**config.mk**
```make
export PLATFORM = sky130hd
export DESIGN_NAME = bsc_chain
export DESIGN_NICKNAME = d
export VERILOG_FILES = /design/src/logic/bsc_pkg.sv /design/src/logic/bsc_sync.sv /design/src/logic/bsc_chain.sv
export SDC_FILE = /design/constraint.sdc
export NUM_CORES = 1
export LEC_CHECK = 0
export ABC_AREA = 1
export BUFFER_PORTS_ARGS = -buffer_cell sky130_fd_sc_hd__buf_2
export CAP_MARGIN = 15
export CORE_MARGIN = 2
export CORE_UTILIZATION = 55
export DETAILED_ROUTE_END_ITERATION = 8
export PLACE_DENSITY = 0.82
export SYNTH_ARGS = -nofsm -noshare
export SYNTH_HDL_FRONTEND = slang
export SYNTH_HIERARCHICAL = 1
export SYNTH_SLANG_ARGS = --single-unit
```
**constraint.sdc**
```tcl
create_clock -name clk -period 3.7 [get_ports clk]
set_clock_uncertainty 0.05 [all_clocks]
set_input_delay 0 -clock clk [delete_from_list [all_inputs] [get_ports clk]]
set_output_delay 0 -clock clk [all_outputs]
set_load 0.005 [all_outputs]
```
**src/logic/bsc_pkg.sv**
```systemverilog
package bsc_pkg;
    // chain and instruction geometry
    localparam int BS_LEN = 45;
    localparam int IR_LEN = 5;
    localparam int ID_LEN = 32;
    localparam int TRST_TMS_TCKS = 5;
    // instruction codes
    localparam logic [4:0] IR_EXTEST = 5'h00;
    localparam logic [4:0] IR_IDCODE = 5'h01;
    localparam logic [4:0] IR_SAMPLE = 5'h02;
    localparam logic [4:0] IR_BYPASS = 5'h1F;
    localparam logic [4:0] IR_CAPTURE = 5'h01;
    // load positions of the serial/output cells
    localparam int POS_BIDIR_OE = 0;
    localparam int POS_SER_OUT_EN = 1;
    localparam int POS_SER_OUT = 2;
    localparam int POS_PLL = 3;
    localparam int POS_IRQ = 4;
    localparam int POS_SDIO = 5;
    localparam int POS_SCLK = 6;
    localparam int POS_CS = 7;
    localparam int POS_RST = 8;
    localparam int UPD_LEN = 9;
    // data and clock/frame positions
    localparam int POS_B_MSB = 9;
    localparam int POS_A_MSB = 25;
    localparam int POS_FRAME_B = 41;
    localparam int POS_DCI_B = 42;
    localparam int POS_FRAME_A = 43;
    localparam int POS_DCI_A = 44;

    typedef enum logic [3:0] {
        TAP_TLR, TAP_RTI, TAP_SEL_DR, TAP_CAP_DR, TAP_SH_DR, TAP_EX1_DR, TAP_PAU_DR,
        TAP_EX2_DR, TAP_UPD_DR, TAP_SEL_IR, TAP_CAP_IR, TAP_SH_IR, TAP_EX1_IR,
        TAP_PAU_IR, TAP_EX2_IR, TAP_UPD_IR
    } bsc_tap_t;

    typedef struct packed {
        logic [15:0] port_a;
        logic [15:0] port_b;
        logic port_a_data_clock_in;
        logic port_b_data_clock_in;
        logic port_a_frame_in;
        logic port_b_frame_in;
        logic reset_in;
        logic serial_chip_select_n;
        logic serial_clock_in;
        logic serial_data_in;
    } bsc_pin_in_t;

    typedef struct packed {
        logic extest;
        logic serial_bidir_output_enable;
        logic serial_bidir_data;
        logic serial_out_enable;
        logic serial_data_out_pin;
        logic pll_lock;
        logic irq;
    } bsc_pin_out_t;

    typedef struct packed {
        bsc_tap_t tap;
        logic [IR_LEN-1:0] ir;
        logic [IR_LEN-1:0] ir_sh;
        logic [BS_LEN-1:0] sh;
        logic [UPD_LEN-1:0] upd;
        logic sdio_pre;
        logic tck_d;
        logic tdo;
        logic tdo_oe;
        bsc_pin_out_t po;
    } bsc_state_t;
endpackage

```
**src/logic/bsc_sync.sv**
```systemverilog
`timescale 1ns/1ps
module bsc_sync #(
    parameter int W = 1
) (
    // clock
    input wire logic clk,
    input wire logic rst,
    input wire logic ce,
    // data
    input wire logic [W-1:0] d,
    output logic [W-1:0] q
);
    logic [W-1:0] meta_r;

    if (W < 1) begin : g_bad_w
        $error("bsc_sync width must be positive");
    end

    // first stage feeds only the second
    always_ff @(posedge clk) begin
        if (rst) begin
            meta_r <= '0;
            q <= '0;
        end else if (ce) begin
            meta_r <= d;
            q <= meta_r;
        end
    end
endmodule // bsc_sync

```
**src/logic/bsc_chain.sv**
```systemverilog
`timescale 1ns/1ps
module bsc_chain import bsc_pkg::*; #(
    parameter logic [31:0] ID_CODE = 32'h1000_0001 // arbitrary value
) (
    // system
    input wire logic clk,
    input wire logic rst,
    input wire logic ce,
    // test port
    input wire logic tck,
    input wire logic tms,
    input wire logic tdi,
    output logic tdo,
    output logic tdo_oe,
    // device pins
    input wire bsc_pin_in_t pins_in,
    output bsc_pin_out_t pins_out
);
    if (ID_CODE[0] != 1'b1) begin : g_bad_id
        $error("identification code must end in a one");
    end

    bsc_state_t s_r;
    bsc_state_t s_nxt;
    logic [2:0] tp_s;
    bsc_pin_in_t pin_s;
    logic tck_s;
    logic tms_s;
    logic tdi_s;
    logic rise;
    logic fall;
    logic sel_bs;
    logic sel_id;

    bsc_sync #(.W(3)) u_tap_sync (
        .clk(clk),
        .rst(rst),
        .ce(ce),
        .d({tck, tms, tdi}),
        .q(tp_s)
    );

    bsc_sync #(.W($bits(bsc_pin_in_t))) u_pin_sync (
        .clk(clk),
        .rst(rst),
        .ce(ce),
        .d(pins_in),
        .q(pin_s)
    );

    assign tck_s = tp_s[2];
    assign tms_s = tp_s[1];
    assign tdi_s = tp_s[0];
    // tck is slow against clk, so edges are found on the synced copy
    assign rise = tck_s & ~s_r.tck_d;
    assign fall = ~tck_s & s_r.tck_d;
    assign sel_bs = (s_r.ir == IR_EXTEST) || (s_r.ir == IR_SAMPLE);
    assign sel_id = (s_r.ir == IR_IDCODE);

    function automatic bsc_tap_t tap_next(bsc_tap_t t, logic m);
        case (t)
            TAP_TLR: tap_next = m ? TAP_TLR : TAP_RTI;
            TAP_RTI: tap_next = m ? TAP_SEL_DR : TAP_RTI;
            TAP_SEL_DR: tap_next = m ? TAP_SEL_IR : TAP_CAP_DR;
            TAP_CAP_DR: tap_next = m ? TAP_EX1_DR : TAP_SH_DR;
            TAP_SH_DR: tap_next = m ? TAP_EX1_DR : TAP_SH_DR;
            TAP_EX1_DR: tap_next = m ? TAP_UPD_DR : TAP_PAU_DR;
            TAP_PAU_DR: tap_next = m ? TAP_EX2_DR : TAP_PAU_DR;
            TAP_EX2_DR: tap_next = m ? TAP_UPD_DR : TAP_SH_DR;
            TAP_UPD_DR: tap_next = m ? TAP_SEL_DR : TAP_RTI;
            TAP_SEL_IR: tap_next = m ? TAP_TLR : TAP_CAP_IR;
            TAP_CAP_IR: tap_next = m ? TAP_EX1_IR : TAP_SH_IR;
            TAP_SH_IR: tap_next = m ? TAP_EX1_IR : TAP_SH_IR;
            TAP_EX1_IR: tap_next = m ? TAP_UPD_IR : TAP_PAU_IR;
            TAP_PAU_IR: tap_next = m ? TAP_EX2_IR : TAP_PAU_IR;
            TAP_EX2_IR: tap_next = m ? TAP_UPD_IR : TAP_SH_IR;
            TAP_UPD_IR: tap_next = m ? TAP_SEL_DR : TAP_RTI;
            default: tap_next = TAP_TLR;
        endcase
    endfunction

    always_comb begin
        logic [BS_LEN-1:0] cap;
        cap = '0;
        // unload view: enable cell of the bidir pin is skipped
        cap[0] = s_r.upd[POS_SER_OUT_EN];
        cap[1] = s_r.upd[POS_SER_OUT];
        cap[2] = s_r.upd[POS_PLL];
        cap[3] = s_r.upd[POS_IRQ];
        cap[4] = s_r.sdio_pre;
        // live pins resampled at readback
        cap[5] = pin_s.serial_data_in;
        cap[6] = pin_s.serial_clock_in;
        cap[7] = pin_s.serial_chip_select_n;
        cap[8] = pin_s.reset_in;
        // loaded serial out, pll and irq cells also echo two cells lower
        for (int k = POS_SER_OUT; k <= POS_IRQ; k++) begin
            cap[k] = cap[k] | s_r.upd[k];
            cap[k-2] = cap[k-2] | s_r.upd[k];
        end
        for (int i = 0; i < 16; i++) begin
            cap[POS_B_MSB+i] = pin_s.port_b[15-i];
            cap[POS_A_MSB+i] = pin_s.port_a[15-i];
        end
        // port A clock/frame fan out to both pairs of cells
        cap[POS_FRAME_B] = pin_s.port_b_frame_in | pin_s.port_a_frame_in;
        cap[POS_DCI_B] = pin_s.port_b_data_clock_in | pin_s.port_a_data_clock_in;
        cap[POS_FRAME_A] = pin_s.port_a_frame_in;
        cap[POS_DCI_A] = pin_s.port_a_data_clock_in;

        s_nxt = s_r;
        s_nxt.tck_d = tck_s;
        if (rise) begin
            s_nxt.tap = tap_next(s_r.tap, tms_s);
            case (s_r.tap)
                TAP_CAP_DR: begin
                    if (sel_bs) begin
                        s_nxt.sh = cap;
                    end else if (sel_id) begin
                        s_nxt.sh = {13'h0000, ID_CODE};
                    end else begin
                        s_nxt.sh = '0;
                    end
                    if (s_r.ir == IR_SAMPLE) begin
                        s_nxt.sdio_pre = pin_s.serial_data_in;
                    end
                end
                TAP_SH_DR: begin
                    // lsb leaves first, tdi enters at the selected length
                    if (sel_bs) begin
                        s_nxt.sh = {tdi_s, s_r.sh[BS_LEN-1:1]};
                    end else if (sel_id) begin
                        s_nxt.sh = {13'h0000, tdi_s, s_r.sh[ID_LEN-1:1]};
                    end else begin
                        s_nxt.sh = {44'h0000_0000_000, tdi_s};
                    end
                end
                TAP_CAP_IR: s_nxt.ir_sh = IR_CAPTURE;
                TAP_SH_IR: s_nxt.ir_sh = {tdi_s, s_r.ir_sh[IR_LEN-1:1]};
                default: s_nxt.ir_sh = s_r.ir_sh;
            endcase
        end
        if (fall) begin
            s_nxt.tdo_oe = (s_r.tap == TAP_SH_DR) || (s_r.tap == TAP_SH_IR);
            s_nxt.tdo = (s_r.tap == TAP_SH_IR) ? s_r.ir_sh[0] : s_r.sh[0];
            if (s_r.tap == TAP_UPD_IR) begin
                s_nxt.ir = s_r.ir_sh;
            end
            // load cells in load order
            if (s_r.tap == TAP_UPD_DR && sel_bs) begin
                s_nxt.upd = s_r.sh[UPD_LEN-1:0];
            end
        end
        if (s_r.tap == TAP_TLR) begin
            s_nxt.ir = IR_IDCODE;
        end
        // pins only driven under extest; nothing reaches the core
        s_nxt.po.extest = (s_nxt.ir == IR_EXTEST);
        s_nxt.po.serial_bidir_output_enable = s_nxt.po.extest & s_nxt.upd[POS_BIDIR_OE];
        s_nxt.po.serial_bidir_data = s_nxt.po.extest & s_nxt.upd[POS_SDIO];
        s_nxt.po.serial_out_enable = s_nxt.po.extest & s_nxt.upd[POS_SER_OUT_EN];
        s_nxt.po.serial_data_out_pin = s_nxt.po.extest & s_nxt.upd[POS_SER_OUT];
        s_nxt.po.pll_lock = s_nxt.po.extest & s_nxt.upd[POS_PLL];
        s_nxt.po.irq = s_nxt.po.extest & s_nxt.upd[POS_IRQ];
    end

    always_ff @(posedge clk) begin
        if (rst) begin
            s_r <= '0;
            s_r.tap <= TAP_TLR;
            s_r.ir <= IR_IDCODE;
        end else if (ce) begin
            s_r <= s_nxt;
        end
    end

    assign tdo = s_r.tdo;
    assign tdo_oe = s_r.tdo_oe;
    assign pins_out = s_r.po;

    // helper: tck rises seen with tms high in a row
    logic [2:0] tms_hi_r;
    always_ff @(posedge clk) begin
        if (rst) begin
            tms_hi_r <= 3'h0;
        end else if (ce && rise) begin
            tms_hi_r <= !tms_s ? 3'h0 : (tms_hi_r == 3'h7 ? 3'h7 : tms_hi_r + 3'h1);
        end
    end
endmodule // bsc_chain

```
# Word level (Yosys, flattened, before mapping)
# Index checks and enable logic that the tools add are counted.
[word_totals]
ff_bits = 162
input_bits = 46
output_inout_bits = 9
word_cells = 95
[classes]
n_eq_ne = 17
muxes = 25
bitwise = 17
reduce_logical = 16
[ops]
columns = ["op", "n"]
rows = [
  ["45-bit 2-to-1 mux", 2],
  ["45-bit one-hot mux with 2 select lines", 1],
  ["4-bit one-hot mux with 12 select lines", 1],
  ["4-bit == test (second input constant)", 8],
  ["32-bit 2-to-1 mux", 1],
  ["29-bit 2-to-1 mux", 1],
  ["4-bit by 3-bit == test with 1-bit output (second input constant)", 4],
  ["4-bit 2-to-1 mux", 4],
  ["5-bit 2-to-1 mux", 3],
  ["6-bit 2-to-1 mux", 2],
  ["5-bit logical NOT", 2],
  ["5-bit one-hot mux with 2 select lines", 1],
  ["1-bit AND", 8],
  ["4-bit by 2-bit == test with 1-bit output (second input constant)", 2],
  ["1-bit OR", 7],
  ["2-bit 2-to-1 mux", 3],
  ["3-bit 2-to-1 mux", 2],
  ["3-bit AND reduction", 2],
  ["5-bit by 1-bit == test with 1-bit output (second input constant)", 1],
  ["5-bit by 2-bit == test with 1-bit output (second input constant)", 1],
  ["4-bit by 1-bit == test with 1-bit output (second input constant)", 1],
  ["4-bit logical NOT", 1],
  ["1-bit 2-to-1 mux", 4],
  ["2-bit AND reduction", 2],
  ["7 further kinds", 11],
]

# Logic depth before layout (Yosys ltp)
# Gate-level depths: netlist (run 1).
[logic_depth]
ltp_word = 6
depth_mapped = 10
depth_no_buf = 9

# By module
# The synthesis (run 1) kept the hierarchy.
[by_module_without_submodules]
columns = ["module", "instances", "cells_each", "area_per_inst_um2", "seq_area_each_um2"]
rows = [
  ["bsc_chain", 1, 586, 3953.8, 1521.5],
  ["bsc_sync (u_pin_sync)", 1, 507, 3265.6, 1601.5],
  ["bsc_sync (u_tap_sync)", 1, 38, 247.7, 120.1],
]

# Least setup slack after synthesis (run 1)
# No wires, ideal clock.
[synth_path]
path_type = "register -> register"
from = "register s_r[75] (netlist name)"
to = "register s_r[30] (netlist name)"
setup_time_ns = 0.116
t_arrival_ns = 1.331
t_required_ns = 3.534
path_slack_ns = 2.203
path_stages_with_launch = 10
n_path_buf = 2
synth_period_minus_slack_ns = 1.497
path_cell_list = "dfxtp_1 > buf_4 > nand2_2 > nor2_4 > nor2_1 > nor2_4 > buf_2 > nand3_1 > o211ai_1 > inv_1"
[synth_via]
elab_chain_cells = 3
elab_cells_between_ends = 5
classes_between = "2 x eq/ne; 1 x mux; 2 x reduce/logical"
[synth_lines]
columns = ["item", "line_no", "source"]
rows = [
  ["start: declaration", "bsc_chain.sv:23", "bsc_state_t s_r;"],
  ["start signal: assignment", "bsc_chain.sv:173", "s_r <= s_nxt;"],
  ["4-bit by 3-bit == test with 1-bit output or 4-bit by 2-bit == test with 1-bit output (tied branches)", "bsc_chain.sv:115", "case (s_r.tap)"],
  ["2-bit nonzero test (no source line)", "n/a", ""],
  ["3-bit AND reduction (no source line)", "n/a", ""],
]
# Parallel ways exist; a longest one is shown, timed or not.
# A chain may end at the register's enable or synchronous reset.

# Worst setup path in the final report (run 1)
[layout_path]
from = "register s_r[75] (netlist name)"
to = "register s_r[27] (netlist name)"
# Same word-level chain as after synthesis.

==> flow_summary.ini, run 1 <==
[run]
cap_violations = 0

[critical_path]
required_ns = 3.97
cp_max_fo = 53
critPathKind = register to register
worst_setup_path_start_kind = register
cp-end-kind = register
critPathArrivalTime_ns = 2.52

[synth]
synth_area_sq_mm = 0.007467
syn_avg_cell_area_sq_um = 6.602
muxShareOfSynthArea_pct = 0
synth_top_family_by_area = simple AND/OR/NAND/NOR gates
syn_inst = 1131
synth_seq_cells = 162
yosysUniqueCellTypes = 28
yosysSeqAreaShare_pct = 43.43
synth_compound_area_share_pct = 9.082
synth_top_area_share_pct = 43.43
synthAdderAreaFrac_pct = 0
synth.net_count = 1177
synthFlopType = dfxtp_1
synthArstFlopShare_pct = 0
synthXorXnorAreaFrac_pct = 0
yosysTopAreaCell = dfxtp_1
synth_commonest_cells = nand2_1, nor2_1, dfxtp_1
ys_top_cells_by_area = dfxtp_1, nand2_1, nor2_1
yosysMostFrequentCell = nand2_1
ys_warn_count = 6
synth-simple-area-share_pct = 34.28
synth_edf_count = 0

[cells_and_area]
utilization_pct = 65.45
nets = 1235
drive_gt1_share_pct = 9.567
area_growth_pct = 16.07
fill_cells = 1201
stdcell_count = 1378
antennaDiodeCount = 0

[timing]
setup_tns_ns = 0
min_period_ns = 2.256
period_share_pct = 60.97
worst_slew_pin_slew_ns = 1.050
rsz0062_at_grt = false
finalHoldViolCount = 1
setup_viol = 0
fmax_mhz = 443.3
max_slew_margin_pct = 29.94
drv_slew = 0
holdWs_ns = -0.006851

[clocking]
ctsResizeCount = 0
clock_path_buffers = 2
cts_setup_buffers = 0
clkSinkCount = 162
htreeDepth = 4
cts_root_buf = clkbuf_16
clk_latency_ns = 0.43
clk_pin_slew_ns = 0.06
numCtsBuffers = 17
cts.hold.buffers_added = 43
cts_tree = yes

[grt]
grt_pass1_wl_um = 26430
antenna_found_initial = 0
grt.overflow.total = 0
groute.usage.overall_pct = 22.25
grt_max_degree = 110
grt_pass1_vias = 6251

[routing]
routed_wl_um = 15340
drcViolationCount = 0
wl_per_cell_um = 11.13
final_antenna_net_count = 0
vias = 6700
first_pass_iters = 5
drt_iter0_markers = 495
viasPerCell = 4.862

[floorplan]
die_w_um = 120.5
ioPinCount = 55
die_y_um = 120.5
start_util_pct = 56.39
die_area_sq_mm = 0.01453
core-area_sq_mm = 0.01324
rows = 42

[placement]
io_buffer_count = 54
hpwl_um = 9251
numPlacedInstances = 1303
gp_congestion = 0.8941

[min_path]
hold_path.class = input port to register

[power]
p_leak_nw = 4.180
power.density_mw_per_mm2 = 450.6
vdd_drop_max_uv = 326.9
total_power_w = 0.003905

[status]
violations = hold timing
status = finished with violations
==> kinds of logic after synthesis <==
family | Yosys count
simple gates | 633
buf+inv | 227
flops | 162
compound gates | 109
==> per-layer routing <==
| layer | track usage [%] | vias up | wire (um) |
|---|---|---|---|
| li1 | - | 3576 | - |
| met4 | 7.558 | 0 | 194 |
| met5 | 0 | - | 0 |
| met3 | 4.858 | 18 | 629 |
| met2 | 39.48 | 121 | 7343 |
| met1 | 26.54 | 2985 | 7174 |
==> registers in the layout (all words and copies together), names as in the netlist <==
signal / flops
u_pin_sync/meta_r: 40
tdo_oe: 1
pins_out: 7
u_tap_sync/q: 3
s_r: 67
u_pin_sync/q: 40
u_tap_sync/meta_r: 3
tdo: 1
==> through the flow <==
step / worst slack (ns) / area (sq um)
floorplan: 2.203 / 7467
global placement: 1.570 / 7646
detailed placement: 1.498 / 7646
CTS: 1.454 / 8667
global route: 1.236 / 8667
finish: 1.444 / 8667
==> area by class of cell <==
| cell class | instances | area [sq um] | share of cell area, % |
|---|---|---|---|
| Sequential cell | 162 | 3243 | 37.42 |
| Multi-Input combinational cell | 742 | 3238 | 37.36 |
| Timing Repair Buffer | 106 | 774.5 | 8.936 |
| Inverter | 160 | 600.6 | 6.929 |
| Clock buffer | 17 | 425.4 | 4.908 |
| Tap cell | 176 | 220.2 | 2.541 |
| Clock inverter | 15 | 165.2 | 1.906 |
==> critical path, cell delays in order (launching register included) <==
cell,delay (ns)
dfxtp_1,0.43
nor2_2,0.21
inv_2,0.06
nor2_2,0.07
buf_4,0.21
nor2_1,0.10
nor2_4,0.19
buf_4,0.48
nand3_1,0.15
o211ai_1,0.13
inv_1,0.06
==> where the power goes <==
| part | switching (W) | internal, W | total, W | leakage [nW] |
|---|---|---|---|---|
| clock | 0.000776 | 0.000958 | 0.00173 | 0.284 |
| combinational | 0.000191 | 0.000128 | 0.000319 | 2.57 |
| sequential | 0.0000400 | 0.00181 | 0.00185 | 1.33 |
| total | 0.00101 | 0.00290 | 0.00391 | 4.18 |
==> placed cells by master (no fill, tap or decap), types with 2 or more instances in the layout <==
cell / n
a211oi_1: 5
a21oi_1: 39
a31oi_1: 7
buf_2: 53
buf_4: 9
clkbuf_16: 17
clkinv_4: 3
clkinvlp_4: 2
dfxtp_1: 162
dlygate4sd3_1: 43
inv_1: 154
inv_2: 6
inv_6: 5
inv_8: 3
nand2_1: 317
nand2_2: 2
nand3_1: 87
nand4_1: 2
nor2_1: 212
nor2_2: 4
nor2_4: 5
o211ai_1: 33
o21a_1: 6
o21ai_0: 16
==> final timing paths <==
kind	to	cells after the start	start	slack (ns)
setup / recovery	s_r[27]	10	s_r[75]	1.44
hold reg to reg	s_r[10]	2	s_r[10]	0.40
setup reg to reg	s_r[27]	10	s_r[75]	1.44
hold / removal	s_r[9]	3	ce	-0.007
(Power assumes the default switching activity.)
==> inputs of run 2 (changes only) <==
CORE_UTILIZATION = 54   (was 55)
PLACE_DENSITY = 0.84   (was 0.82)
clock period = 1.9 ns   (was 3.7 ns; I/O delays follow)
==> run 2 against run 1 <==
  * The run now ends clean
  * Design area increased by 2.3%
  * Sequential share of layout area fell by 0.81 points
  * Hold slack improved by 0.35 ns
  * Global-route usage increased by 0.56 points
  * Setup slack lost 1.3 ns
  * First-iteration DRC count is 17% higher
  * Utilization grew 0.95 points
  * Largest power group unchanged
==> flow_summary.ini, run 2 (synthesis results as in run 1) <==
[status]
status = completed

[critical_path]
worst_setup_path_start_kind = register
r2r_setup_slack_ns = 0.14
startpoint = s_r[78]
required_ns = 2.22
endpoint = s_r[27]
rr_worst_depth = 10
reg2reg_to = s_r[27]
critPathKind = register to register
cp_max_fo = 26
cp-end-kind = register
r2r_start = s_r[78]
critPathArrivalTime_ns = 2.08

[routing]
viasPerCell = 4.929
vias = 6847
drt_iter0_markers = 577
first_pass_iters = 6
final_antenna_net_count = 0
routed_wl_um = 16080
drcViolationCount = 0
wl_per_cell_um = 11.58

[timing]
finalHoldViolCount = 0
worst_slew_pin_slew_ns = 0.6792
setup_viol = 0
fmax_mhz = 567.0
max_slew_margin_pct = 54.72
drv_slew = 0
min_period_ns = 1.764
rsz0062_at_grt = false
setup_tns_ns = 0
period_share_pct = 92.82

[grt]
gr-usage-met2_pct = 39.75
grt_max_degree = 171
grt.overflow.total = 0
grt_pass1_vias = 6512
groute.usage.overall_pct = 22.81
grtUsageMet3_pct = 4.963
busiest_layer = met2
antenna_found_initial = 0
grt_util_met1_pct = 27.75
grt_pass1_wl_um = 27780

[cells_and_area]
area_growth_pct = 18.68
final_common_cell = nand2_1
nets = 1249
largest_reg_flops = 67
final_cell_mix = nand2_1, nor2_1, dfxtp_1
utilization_pct = 66.39
regMostFlops = s_r
fill_cells = 1080
stdcell_count = 1389
antennaDiodeCount = 0
drive_gt1_share_pct = 10.22
biggestRegsByFlops = s_r x67, u_pin_sync/meta_r x40, u_pin_sync/q x40

[run]
cap_violations = 0

[clocking]
numCtsBuffers = 17
clk_latency_ns = 0.42
clock_path_buffers = 2
clkSinkCount = 162
cts_root_buf = clkbuf_16
htreeDepth = 4
clk_pin_slew_ns = 0.06
cts_tree = yes

[min_path]
hold_path.class = input port to register
hold_depth = 6

[placement]
io_buffer_count = 54
hpwl_um = 9391
numPlacedInstances = 1314
gp_congestion = 0.9985

[floorplan]
die_area_sq_mm = 0.01478
core-area_sq_mm = 0.01335
start_util_pct = 55.94
ioPinCount = 55
die_w_um = 121.6
die_y_um = 121.6
rows = 42

[power]
power.density_mw_per_mm2 = 869.9
vdd_drop_max_uv = 632.5
p_leak_nw = 4.292
==> run 2: worst min path at each step <==
stage / startpoint / endpoint / slack (ns)
3_5_place_dp: pins_in[24] / u_pin_sync/meta_r[24] / 0.24
5_1_grt: pins_in[13] / u_pin_sync/meta_r[13] / 0.38
3_3_place_gp: pins_in[34] / u_pin_sync/meta_r[34] / 0.23
4_1_cts: pins_in[24] / u_pin_sync/meta_r[24] / 0.33
2_1_floorplan: ce / u_tap_sync/meta_r[2] / 0.10
6_report: pins_in[24] / u_pin_sync/meta_r[24] / 0.34
==> run 2: critical path, stage by stage (launching register included) <==
cell	delay (ns)
dfxtp_1	0.37
inv_2	0.06
nand2_1	0.18
nor2_4	0.07
buf_12	0.16
nor2_1	0.14
buf_4	0.31
nand2_1	0.10
nand3_1	0.10
o211ai_1	0.08
inv_1	0.07
==> run 2: report_power, final <==
part	switching [W]	internal (W)
clock network	0.00138	0.00206
logic	0.000392	0.000279
registers	0.0000772	0.00353
total	0.00184	0.00587
==> run 2: per-layer routing <==
metal | routed length [um] | vias up
met5 | 0 | -
met1 | 7541 | 3067
li1 | - | 3589
met2 | 7596 | 172
met4 | 215 | 0
met3 | 725 | 19
==> run 2: timing repair <==
action,4_1_cts,5_1_grt
resized for setup,0,5
hold buffers,46,0
buffers inserted,0,0
endpoints found under the hold margin,66,0
endpoints found under the setup margin,0,8
==> run 2: per-stage QoR <==
stage | setup slack [ns] | hold slack (ns) | total power (W) | cell area (sq um)
2_1_floorplan | 0.4029 | 0.1049 | 0.004102 | 7467
3_3_place_gp | 0.2256 | 0.2316 | 0.004249 | 7791
3_5_place_dp | 0.1853 | 0.2388 | 0.004261 | 7791
4_1_cts | 0.08137 | 0.3273 | 0.007744 | 8837
5_1_grt | 0.007873 | 0.3762 | 0.008001 | 8862
6_report | 0.1365 | 0.3424 | 0.007710 | 8862
==> run 2: layout make-up <==
cell class                 instances  area [sq um]  area share, %
timing repair buffer             120         957.2          10.80
multi-input combinational        742          3254          36.72
clock buffer                      17         425.4          4.800
clock inverter                    12         160.2          1.807
sequential                       162          3244          36.61
inverter                         160         600.6          6.777
tap                              176         220.2          2.485
